===== src/core/bsfs_pkg.sv =====
package bsfs_pkg;

    localparam int unsigned CLK_MHZ = 250;

    // Phase timeouts, microseconds as printed
    localparam int unsigned LINEAR_CHARGE_FIRST_TIMEOUT_US = 512;
    localparam int unsigned LINEAR_CHARGE_SECOND_TIMEOUT_US = 1024;
    localparam int unsigned RAMP_STALL_US   = 64;
    // Longer intervals, milliseconds as printed except TYP_START_US, which is in microseconds
    localparam int unsigned ILIM_FAULT_MS   = 2;
    localparam int unsigned RESTART_MS      = 20;
    localparam int unsigned TYP_START_US    = 1000;

    // Internal time base: one tick per microsecond
    localparam int unsigned TICK_CYCLES = CLK_MHZ;
    localparam logic [7:0]  TICK_LAST   = 8'(TICK_CYCLES - 1);

    localparam logic [15:0] LINEAR_CHARGE_FIRST_TICKS  = 16'(LINEAR_CHARGE_FIRST_TIMEOUT_US);
    localparam logic [15:0] LINEAR_CHARGE_SECOND_TICKS  = 16'(LINEAR_CHARGE_SECOND_TIMEOUT_US);
    localparam logic [15:0] RAMP_TICKS  = 16'(RAMP_STALL_US);
    localparam logic [15:0] ILIM_TICKS  = 16'(ILIM_FAULT_MS * 1000);
    localparam logic [15:0] RST_TICKS   = 16'(RESTART_MS * 1000);

    // Reference ramp: steps per microsecond tick, slow when output lags
    localparam logic [7:0]  REF_FULL    = 8'hFF;
    localparam logic [7:0]  REF_STEP    = 8'h04;
    localparam logic [7:0]  REF_STEP_SLOW = 8'h01;

    // Switching: 250 MHz / 100 = 2.5 MHz
    localparam logic [6:0]  SW_PERIOD   = 7'(100);
    localparam logic [6:0]  SW_LAST     = 7'(99);

    localparam logic [1:0]  ILIM_HALF   = 2'h1;
    localparam logic [1:0]  ILIM_FULL   = 2'h2;
    localparam logic [1:0]  ILIM_NONE   = 2'h0;

    localparam logic [2:0]  SYNC_RESET  = 3'h0;

    typedef enum logic [2:0] {
        BSFS_SHUTDOWN  = 3'b000,
        BSFS_LIN_FIRST = 3'b001,
        BSFS_LIN_SECOND = 3'b010,
        BSFS_RAMP      = 3'b011,
        BSFS_REGULATE  = 3'b100,
        BSFS_FAULT     = 3'b101,
        BSFS_THERMAL   = 3'b110
    } bsfs_state_t;

    typedef struct packed {
        logic enable;
        logic vin_above_uvlo;
        logic vout_near_vin;
        logic vout_at_target;
        logic vout_tracking;
        logic vout_slow;
        logic current_limit;
        logic vin_over_vout;
        logic die_hot;
        logic die_cooled;
        logic light_load;
    } bsfs_sense_t;

    typedef struct packed {
        logic       bias_on;
        logic       precharge_on;
        logic       iso_input_on;
        logic       iso_output_on;
        logic       switch_gate;
        logic [1:0] pulse_ilim;
        logic [7:0] ref_level;
        logic       startup_done;
        logic       fault_active;
    } bsfs_drive_t;

endpackage


===== src/core/bsfs_sync.sv =====
module bsfs_sync
    import bsfs_pkg::*;
(
    input  wire logic clk_sys,
    input  wire logic reset,
    input  wire logic async_in,
    output logic      sync_out
);
    logic [2:0] stage_q;
    logic [2:0] stage_d;
    logic       out_q;
    logic       out_d;

    always_comb begin
        stage_d = {stage_q[1:0], async_in};
        // Change accepted only when second and third stages agree
        out_d   = (stage_q[1] == stage_q[2]) ? stage_q[2] : out_q;
    end

    always_ff @(posedge clk_sys or posedge reset) begin
        if (reset) begin
            stage_q <= SYNC_RESET;
            out_q   <= 1'b0;
        end else begin
            stage_q <= stage_d;
            out_q   <= out_d;
        end
    end

    assign sync_out = out_q;
endmodule


===== src/core/bsfs_sequencer.sv =====
module bsfs_sequencer
    import bsfs_pkg::*;
(
    input  wire logic        clk_sys,
    input  wire logic        reset,
    input  wire bsfs_pkg::bsfs_sense_t sense,
    output bsfs_pkg::bsfs_drive_t      drive,
    output bsfs_pkg::bsfs_state_t      phase
);
    import bsfs_pkg::*;

    bsfs_sense_t s;

    // Every analog comparator and the enable pin are asynchronous
    genvar gi;
    generate
        for (gi = 0; gi < $bits(bsfs_sense_t); gi++) begin : g_sync
            bsfs_sync u_sync (
                .clk_sys  (clk_sys),
                .reset    (reset),
                .async_in (sense[gi]),
                .sync_out (s[gi])
            );
        end
    endgenerate

    // Microsecond time base
    logic [7:0]  tick_cnt_q;
    logic [7:0]  tick_cnt_d;
    logic        tick;

    always_comb begin
        tick       = (tick_cnt_q == TICK_LAST);
        tick_cnt_d = tick ? 8'h00 : tick_cnt_q + 8'h01;
    end

    always_ff @(posedge clk_sys or posedge reset) begin
        if (reset) begin
            tick_cnt_q <= 8'h00;
        end else begin
            tick_cnt_q <= tick_cnt_d;
        end
    end

    // Sequencer state
    bsfs_state_t state_q;
    bsfs_state_t state_d;
    logic [15:0] phase_cnt_q;
    logic [15:0] phase_cnt_d;
    logic [15:0] stall_cnt_q;
    logic [15:0] stall_cnt_d;
    logic [7:0]  ref_q;
    logic [7:0]  ref_d;
    logic        done_q;
    logic        done_d;
    logic        enter;

    always_comb begin
        state_d     = state_q;
        enter       = 1'b0;
        phase_cnt_d = phase_cnt_q;
        stall_cnt_d = stall_cnt_q;
        ref_d       = ref_q;
        done_d      = done_q;

        if (tick) begin
            phase_cnt_d = phase_cnt_q + 16'h0001;
        end

        case (state_q)
            BSFS_SHUTDOWN: begin
                done_d = 1'b0;
                if (s.enable && s.vin_above_uvlo) begin
                    state_d = BSFS_LIN_FIRST;
                end
            end
            BSFS_LIN_FIRST: begin
                if (s.vout_near_vin) begin
                    state_d = BSFS_RAMP;
                end else if (phase_cnt_q >= LINEAR_CHARGE_FIRST_TICKS) begin
                    state_d = BSFS_LIN_SECOND;
                end
            end
            BSFS_LIN_SECOND: begin
                if (s.vout_near_vin) begin
                    state_d = BSFS_RAMP;
                end else if (phase_cnt_q >= LINEAR_CHARGE_SECOND_TICKS) begin
                    state_d = BSFS_FAULT;
                end
            end
            BSFS_RAMP: begin
                if (tick) begin
                    // Big output cap: slower reference steps cap input current
                    if (s.vout_slow) begin
                        ref_d = (ref_q > REF_FULL - REF_STEP_SLOW) ? REF_FULL
                              : ref_q + REF_STEP_SLOW;
                    end else begin
                        ref_d = (ref_q > REF_FULL - REF_STEP) ? REF_FULL
                              : ref_q + REF_STEP;
                    end
                    stall_cnt_d = s.vout_tracking ? 16'h0000
                                : stall_cnt_q + 16'h0001;
                end
                if (s.vout_at_target) begin
                    state_d = BSFS_REGULATE;
                    done_d  = 1'b1;
                end else if (stall_cnt_q > RAMP_TICKS) begin
                    state_d = BSFS_FAULT;
                end
            end
            BSFS_REGULATE: begin
                if (tick) begin
                    stall_cnt_d = s.current_limit ? stall_cnt_q + 16'h0001
                                : 16'h0000;
                end
                if (!s.current_limit) begin
                    stall_cnt_d = 16'h0000;
                end
                if (stall_cnt_q >= ILIM_TICKS) begin
                    state_d = BSFS_FAULT;
                end else if (done_q && s.vin_over_vout) begin
                    state_d = BSFS_FAULT;
                end
            end
            BSFS_FAULT: begin
                if (phase_cnt_q >= RST_TICKS) begin
                    state_d = BSFS_SHUTDOWN;
                end
            end
            BSFS_THERMAL: begin
                if (s.die_cooled) begin
                    state_d = BSFS_SHUTDOWN;
                end
            end
            default: begin
                state_d = BSFS_SHUTDOWN;
            end
        endcase

        // Under-lockout only matters once a phase is active
        if (state_q != BSFS_SHUTDOWN && state_q != BSFS_FAULT
            && state_q != BSFS_THERMAL && !s.vin_above_uvlo) begin
            state_d = BSFS_FAULT;
        end
        if (s.die_hot) begin
            state_d = BSFS_THERMAL;
        end
        if (!s.enable) begin
            state_d = BSFS_SHUTDOWN;
        end

        enter = (state_d != state_q);
        if (enter) begin
            phase_cnt_d = 16'h0000;
            stall_cnt_d = 16'h0000;
            if (state_d == BSFS_RAMP) begin
                ref_d = 8'h00;
            end
        end
        if (state_d == BSFS_SHUTDOWN || state_d == BSFS_FAULT) begin
            done_d = 1'b0;
        end
    end

    always_ff @(posedge clk_sys or posedge reset) begin
        if (reset) begin
            state_q     <= BSFS_SHUTDOWN;
            phase_cnt_q <= 16'h0000;
            stall_cnt_q <= 16'h0000;
            ref_q       <= 8'h00;
            done_q      <= 1'b0;
        end else begin
            state_q     <= state_d;
            phase_cnt_q <= phase_cnt_d;
            stall_cnt_q <= stall_cnt_d;
            ref_q       <= ref_d;
            done_q      <= done_d;
        end
    end

    // Switching clock; pulse skipping at light load drops frequency
    logic [6:0] sw_cnt_q;
    logic [6:0] sw_cnt_d;
    logic       sw_q;
    logic       sw_d;
    logic       skip_q;
    logic       skip_d;
    logic       switching;

    always_comb begin
        switching = (state_q == BSFS_RAMP) || (state_q == BSFS_REGULATE);
        sw_cnt_d  = (!switching || sw_cnt_q == SW_LAST) ? 7'h00
                  : sw_cnt_q + 7'h01;
        skip_d    = skip_q;
        if (sw_cnt_q == SW_LAST) begin
            skip_d = s.light_load && !skip_q;
        end
        sw_d = switching && !skip_d && (sw_cnt_d < (SW_PERIOD >> 1));
    end

    always_ff @(posedge clk_sys or posedge reset) begin
        if (reset) begin
            sw_cnt_q <= 7'h00;
            sw_q     <= 1'b0;
            skip_q   <= 1'b0;
        end else begin
            sw_cnt_q <= sw_cnt_d;
            sw_q     <= sw_d;
            skip_q   <= skip_d;
        end
    end

    // Registered drive outputs
    bsfs_drive_t drive_q;
    bsfs_drive_t drive_d;

    always_comb begin
        drive_d = '0;
        drive_d.pulse_ilim = ILIM_NONE;
        case (state_q)
            BSFS_LIN_FIRST, BSFS_LIN_SECOND: begin
                drive_d.bias_on      = 1'b1;
                drive_d.precharge_on = 1'b1;
            end
            BSFS_RAMP: begin
                drive_d.bias_on       = 1'b1;
                drive_d.iso_input_on  = 1'b1;
                drive_d.iso_output_on = 1'b1;
                drive_d.switch_gate   = sw_q;
                drive_d.pulse_ilim    = ILIM_HALF;
                drive_d.ref_level     = ref_q;
            end
            BSFS_REGULATE: begin
                drive_d.bias_on       = 1'b1;
                drive_d.iso_input_on  = 1'b1;
                drive_d.iso_output_on = 1'b1;
                drive_d.switch_gate   = sw_q;
                drive_d.pulse_ilim    = ILIM_FULL;
                drive_d.ref_level     = REF_FULL;
                drive_d.startup_done  = done_q;
            end
            BSFS_FAULT: begin
                drive_d.bias_on      = 1'b1;
                drive_d.fault_active = 1'b1;
            end
            default: begin
                drive_d = '0;
            end
        endcase
    end

    always_ff @(posedge clk_sys or posedge reset) begin
        if (reset) begin
            drive_q <= '0;
        end else begin
            drive_q <= drive_d;
        end
    end

    assign drive = drive_q;
    assign phase = state_q;
endmodule


===== config.mk =====
export PLATFORM = sky130hd
export DESIGN_NAME = bsfs_sequencer
export DESIGN_NICKNAME = d
export VERILOG_FILES = /design/src/core/bsfs_pkg.sv /design/src/core/bsfs_sync.sv /design/src/core/bsfs_sequencer.sv
export SDC_FILE = /design/constraint.sdc
export NUM_CORES = 1
export LEC_CHECK = 0
export BUFFER_PORTS_ARGS = -buffer_cell sky130_fd_sc_hd__buf_2
export CAP_MARGIN = 20
export CORE_MARGIN = 2
export CORE_UTILIZATION = 59
export DETAILED_ROUTE_END_ITERATION = 8
export PLACE_DENSITY = 0.83
export SLEW_MARGIN = 0
export SYNTH_ARGS = -nofsm -noshare
export SYNTH_HDL_FRONTEND = slang
export SYNTH_HIERARCHICAL = 1
export SYNTH_SLANG_ARGS = --single-unit
export TNS_END_PERCENT = 100

===== constraint.sdc =====
create_clock -name clk_sys -period 3.4 [get_ports clk_sys]
set_input_delay 0.51 -clock clk_sys [delete_from_list [all_inputs] [get_ports clk_sys]]
set_output_delay 0.51 -clock clk_sys [all_outputs]
set_load 0.02 [all_outputs]

==> key figures <==
Critical path
  • Startpoint Class: register
  • Crit path cell chain: buf_4 -> or3b_1 -> nor4_1 -> a211oi_2 -> a41oi_2 -> xor2_4 -> buf_12 -> nor4_1
  • CP max stage delay: roughly 0.56 ns
  • Top cell by count, worst path: nor4_1
  • Arr. time, crit path: 3.18 ns
  • Critical path class: register to register
  • CP Capture Type: register
  • Max FO, Critical Path: 32
  • Worst path slowest cell: dfrtp_1
  • CP required: roughly 3.8 ns

CTS
  • Post_cts resized: 0
  • Root Buffer: clkbuf_8
  • Max H-tree Level: 4
  • Worst-path clk slew: around 0.070 ns
  • CTS tree: built
  • CTS buffer count: 17
  • CTS sink cnt: roughly 120
  • Skew-Pair Late Insertion Delay: around 0.53 ns
  • Longest Clk Path Bufs: 2

Routing
  • Violation count after the first detailed-route iteration: 267
  • Vias per cell: around 6.0
  • Drt wl/cell: about 17 um
  • Residual DRC: 0
  • Via count: between 4k and 5k
  • Post-route ant nets: 0
  • Drt pass-1 iters: 5
  • Final WL: 12.7 mm

STA
  • Worst hold margin: approximately 0.078 ns
  • Fmax: 0.362 GHz
  • Final Hold Fails: 0
  • Minimum clock period: about 2.8 ns
  • Clock skew: ~0.012 ns
  • Setup TNS Final: 0 ns
  • Final setup violation count: 0
  • Period utilization: 0.813
  • RSZ-0062 raised after global routing: false
  • Fin. max-slew vios: 0
  • Relative max-transition margin: 0.574
  • Worst-Margin Slew: around 0.64 ns

Synthesis
  • Async SR Flop Fraction: 1.00
  • Area contributors post-synth: dfrtp_1 51%, nor4_2 6.6%, nand2_1 3.3%
  • Synth Cell Area: between 5000 and 6000 um2
  • Mean post-synth cell area: approximately 10 um2
  • Post-synthesis net count: 589
  • Ys flop type: dfrtp_1
  • Synth Register Bits: between 100 and 150
  • Most frequent cell after synthesis: dfrtp_1
  • Gate Count Post-Synth: about 570
  • Library cells used by synthesis: 64
  • Commonest cells post-synth: 121 x dfrtp_1, 51 x nand2_1, 38 x a21oi_1, 35 x inv_1, 35 x nor2_1
  • Largest area contributor in the netlist: dfrtp_1
  • Post-synth top area share: 0.514
  • Syn. warnings: 6
  • Post-synth EDFFs: 0
  • Register area share after synthesis: 0.514

GRT
  • Largest net degree at the start of global routing: 36
  • Antenna violations before repair: 0
  • Global route overflow: 0
  • Gr usage total: 0.250
  • Vias in the first global route: around 4.5k
  • First-pass GRT wire length: roughly 21 mm

Cells and area
  • Non-filler cells, final: 745
  • Share of cells above drive strength 1: 0.208
  • Final core utilization: 0.701
  • Ant diodes: 0
  • Area Growth Syn to Fin: 15.9%
  • Fin nets: 623
  • Fill cells: roughly 700

Power and ir drop
  • Power, Total: ~4.2 mW
  • PwrDens: 610 nW/um2
  • Leak pwr: 2.89 nW
  • Peak VDD IR: about 0.57 mV

Floorplan
  • # rows: 36
  • Die Y: around 100 um
  • Initial Util: 0.605
  • Ports: 33
  • DIE AREA: 10800 um2
  • Die width: 104 um
  • Core outline area: around 9700 um2

Run status
  • Outcome: completed

Worst hold path
  • Worst min path class: input port to register

Placed design
  • Gpl congestion: 0.849
  • Dpl cells: 712
  • Post-DP HPWL: ~8.5 mm
  • Port bufs: 32

Run
  • Max_cap viols: 0
==> per-layer routing <==
metal / share of wire / wire length [um] / GRT usage / vias to the layer above
li1: - / - / - / 2087
met5: 0 / 0 / 0 / -
met2: 0.52 / 6620 / 0.425 / 152
met3: 0.048 / 616 / 0.0652 / 27
met4: 0.022 / 284 / 0.103 / 0
met1: 0.41 / 5220 / 0.304 / 2237
==> sequential cells by signal, indices dropped and copies added, names as in the netlist <==
signal / flops
g_sync.u_sync/stage_q: 33
drive: 16
phase_cnt_q: 16
stall_cnt_q: 16
g_sync.u_sync/sync_out: 11
ref_q: 8
tick_cnt_q: 8
sw_cnt_q: 7
phase: 3
done_q: 1
skip_q: 1
sw_q: 1
==> logic make-up after synthesis <==
kind of cell / after synthesis / share of synthesized area
fa+ha+maj: 22 / 0.0444
simple gates: 220 / 0.227
xor+xnor: 25 / 0.0385
buf+inv: 64 / 0.0472
mux: 2 / 0.00340
flops: 121 / 0.514
compound gates: 111 / 0.125
==> stage by stage <==
step / worst slack (ns) / cell area (um2)
after CTS: 0.654 / 6820
after global placement: 0.780 / 6210
after global routing: 0.432 / 6820
after floorplan: 0.923 / 5890
after detailed placement: 0.733 / 6210
final: 0.634 / 6820
==> final timing paths <==
check,start,to,slack (ns),cells after the start
max,phase[0],phase_cnt_q[10],0.63,8
max in group asynchronous,reset,phase_cnt_q[11],1.97,4
min,sense[4],g_sync[4].u_sync/stage_q[0],0.08,1
max reg2reg,phase[0],phase_cnt_q[10],0.63,8
min in group asynchronous,reset,g_sync[8].u_sync/stage_q[0],0.55,3
min reg2reg,g_sync[10].u_sync/stage_q[0],g_sync[10].u_sync/stage_q[1],0.35,0
==> area by class of cell <==
cell class,instances,area (um2),share of cell area
clock buffer,17,414,0.0607
multi-input combinational,380,2610,0.382
sequential,121,3030,0.444
tap,133,166,0.0244
timing repair buffer,43,283,0.0414
clock inverter,15,191,0.0281
inverter,36,135,0.0198
==> worst max-delay path, delay by kind of cell (launching register included) <==
family	cells	cell delay (ns)
AND/OR/NAND/NOR	3	1.03
flip-flops	1	0.56
XOR/XNOR	1	0.13
AO/OA/AOI/OAI	2	0.47
buffers and inverters	2	0.46
==> where the power goes <==
group | leakage, nW | switching, mW | internal [mW]
Clock | 0.292 | 0.706 | 1.13
Combinational | 1.05 | 0.518 | 0.211
Sequential | 1.56 | 0.0661 | 1.53
==> cell usage in the layout (no fill, tap or decap), drive strengths merged, types with 4 or more instances in the layout <==
| cell type | Yosys | routed |
|---|---|---|
| clkinv | 0 | 4 |
| nor3 | 17 | 17 |
| clkbuf | 14 | 17 |
| a21o | 6 | 6 |
| inv | 36 | 42 |
| and2 | 8 | 8 |
| o21ai | 25 | 25 |
| ha | 11 | 11 |
| dfrtp | 121 | 121 |
| nand3 | 21 | 21 |
| a21oi | 39 | 39 |
| nor2 | 35 | 35 |
| or3 | 4 | 4 |
| o22ai | 5 | 5 |
| xor2 | 7 | 7 |
| maj3 | 11 | 11 |
| xnor2 | 18 | 18 |
| nand2 | 51 | 51 |
| o31a | 4 | 4 |
| and3 | 10 | 10 |
| nor4 | 42 | 42 |
| buf | 14 | 42 |
| nand4 | 9 | 9 |
==> timing repair <==
action,CTS,global route
endpoints found under the hold margin,44,0
setup buffers,0,0
hold buffers,1,0
Note: power is estimated with default switching activity, not from simulation.
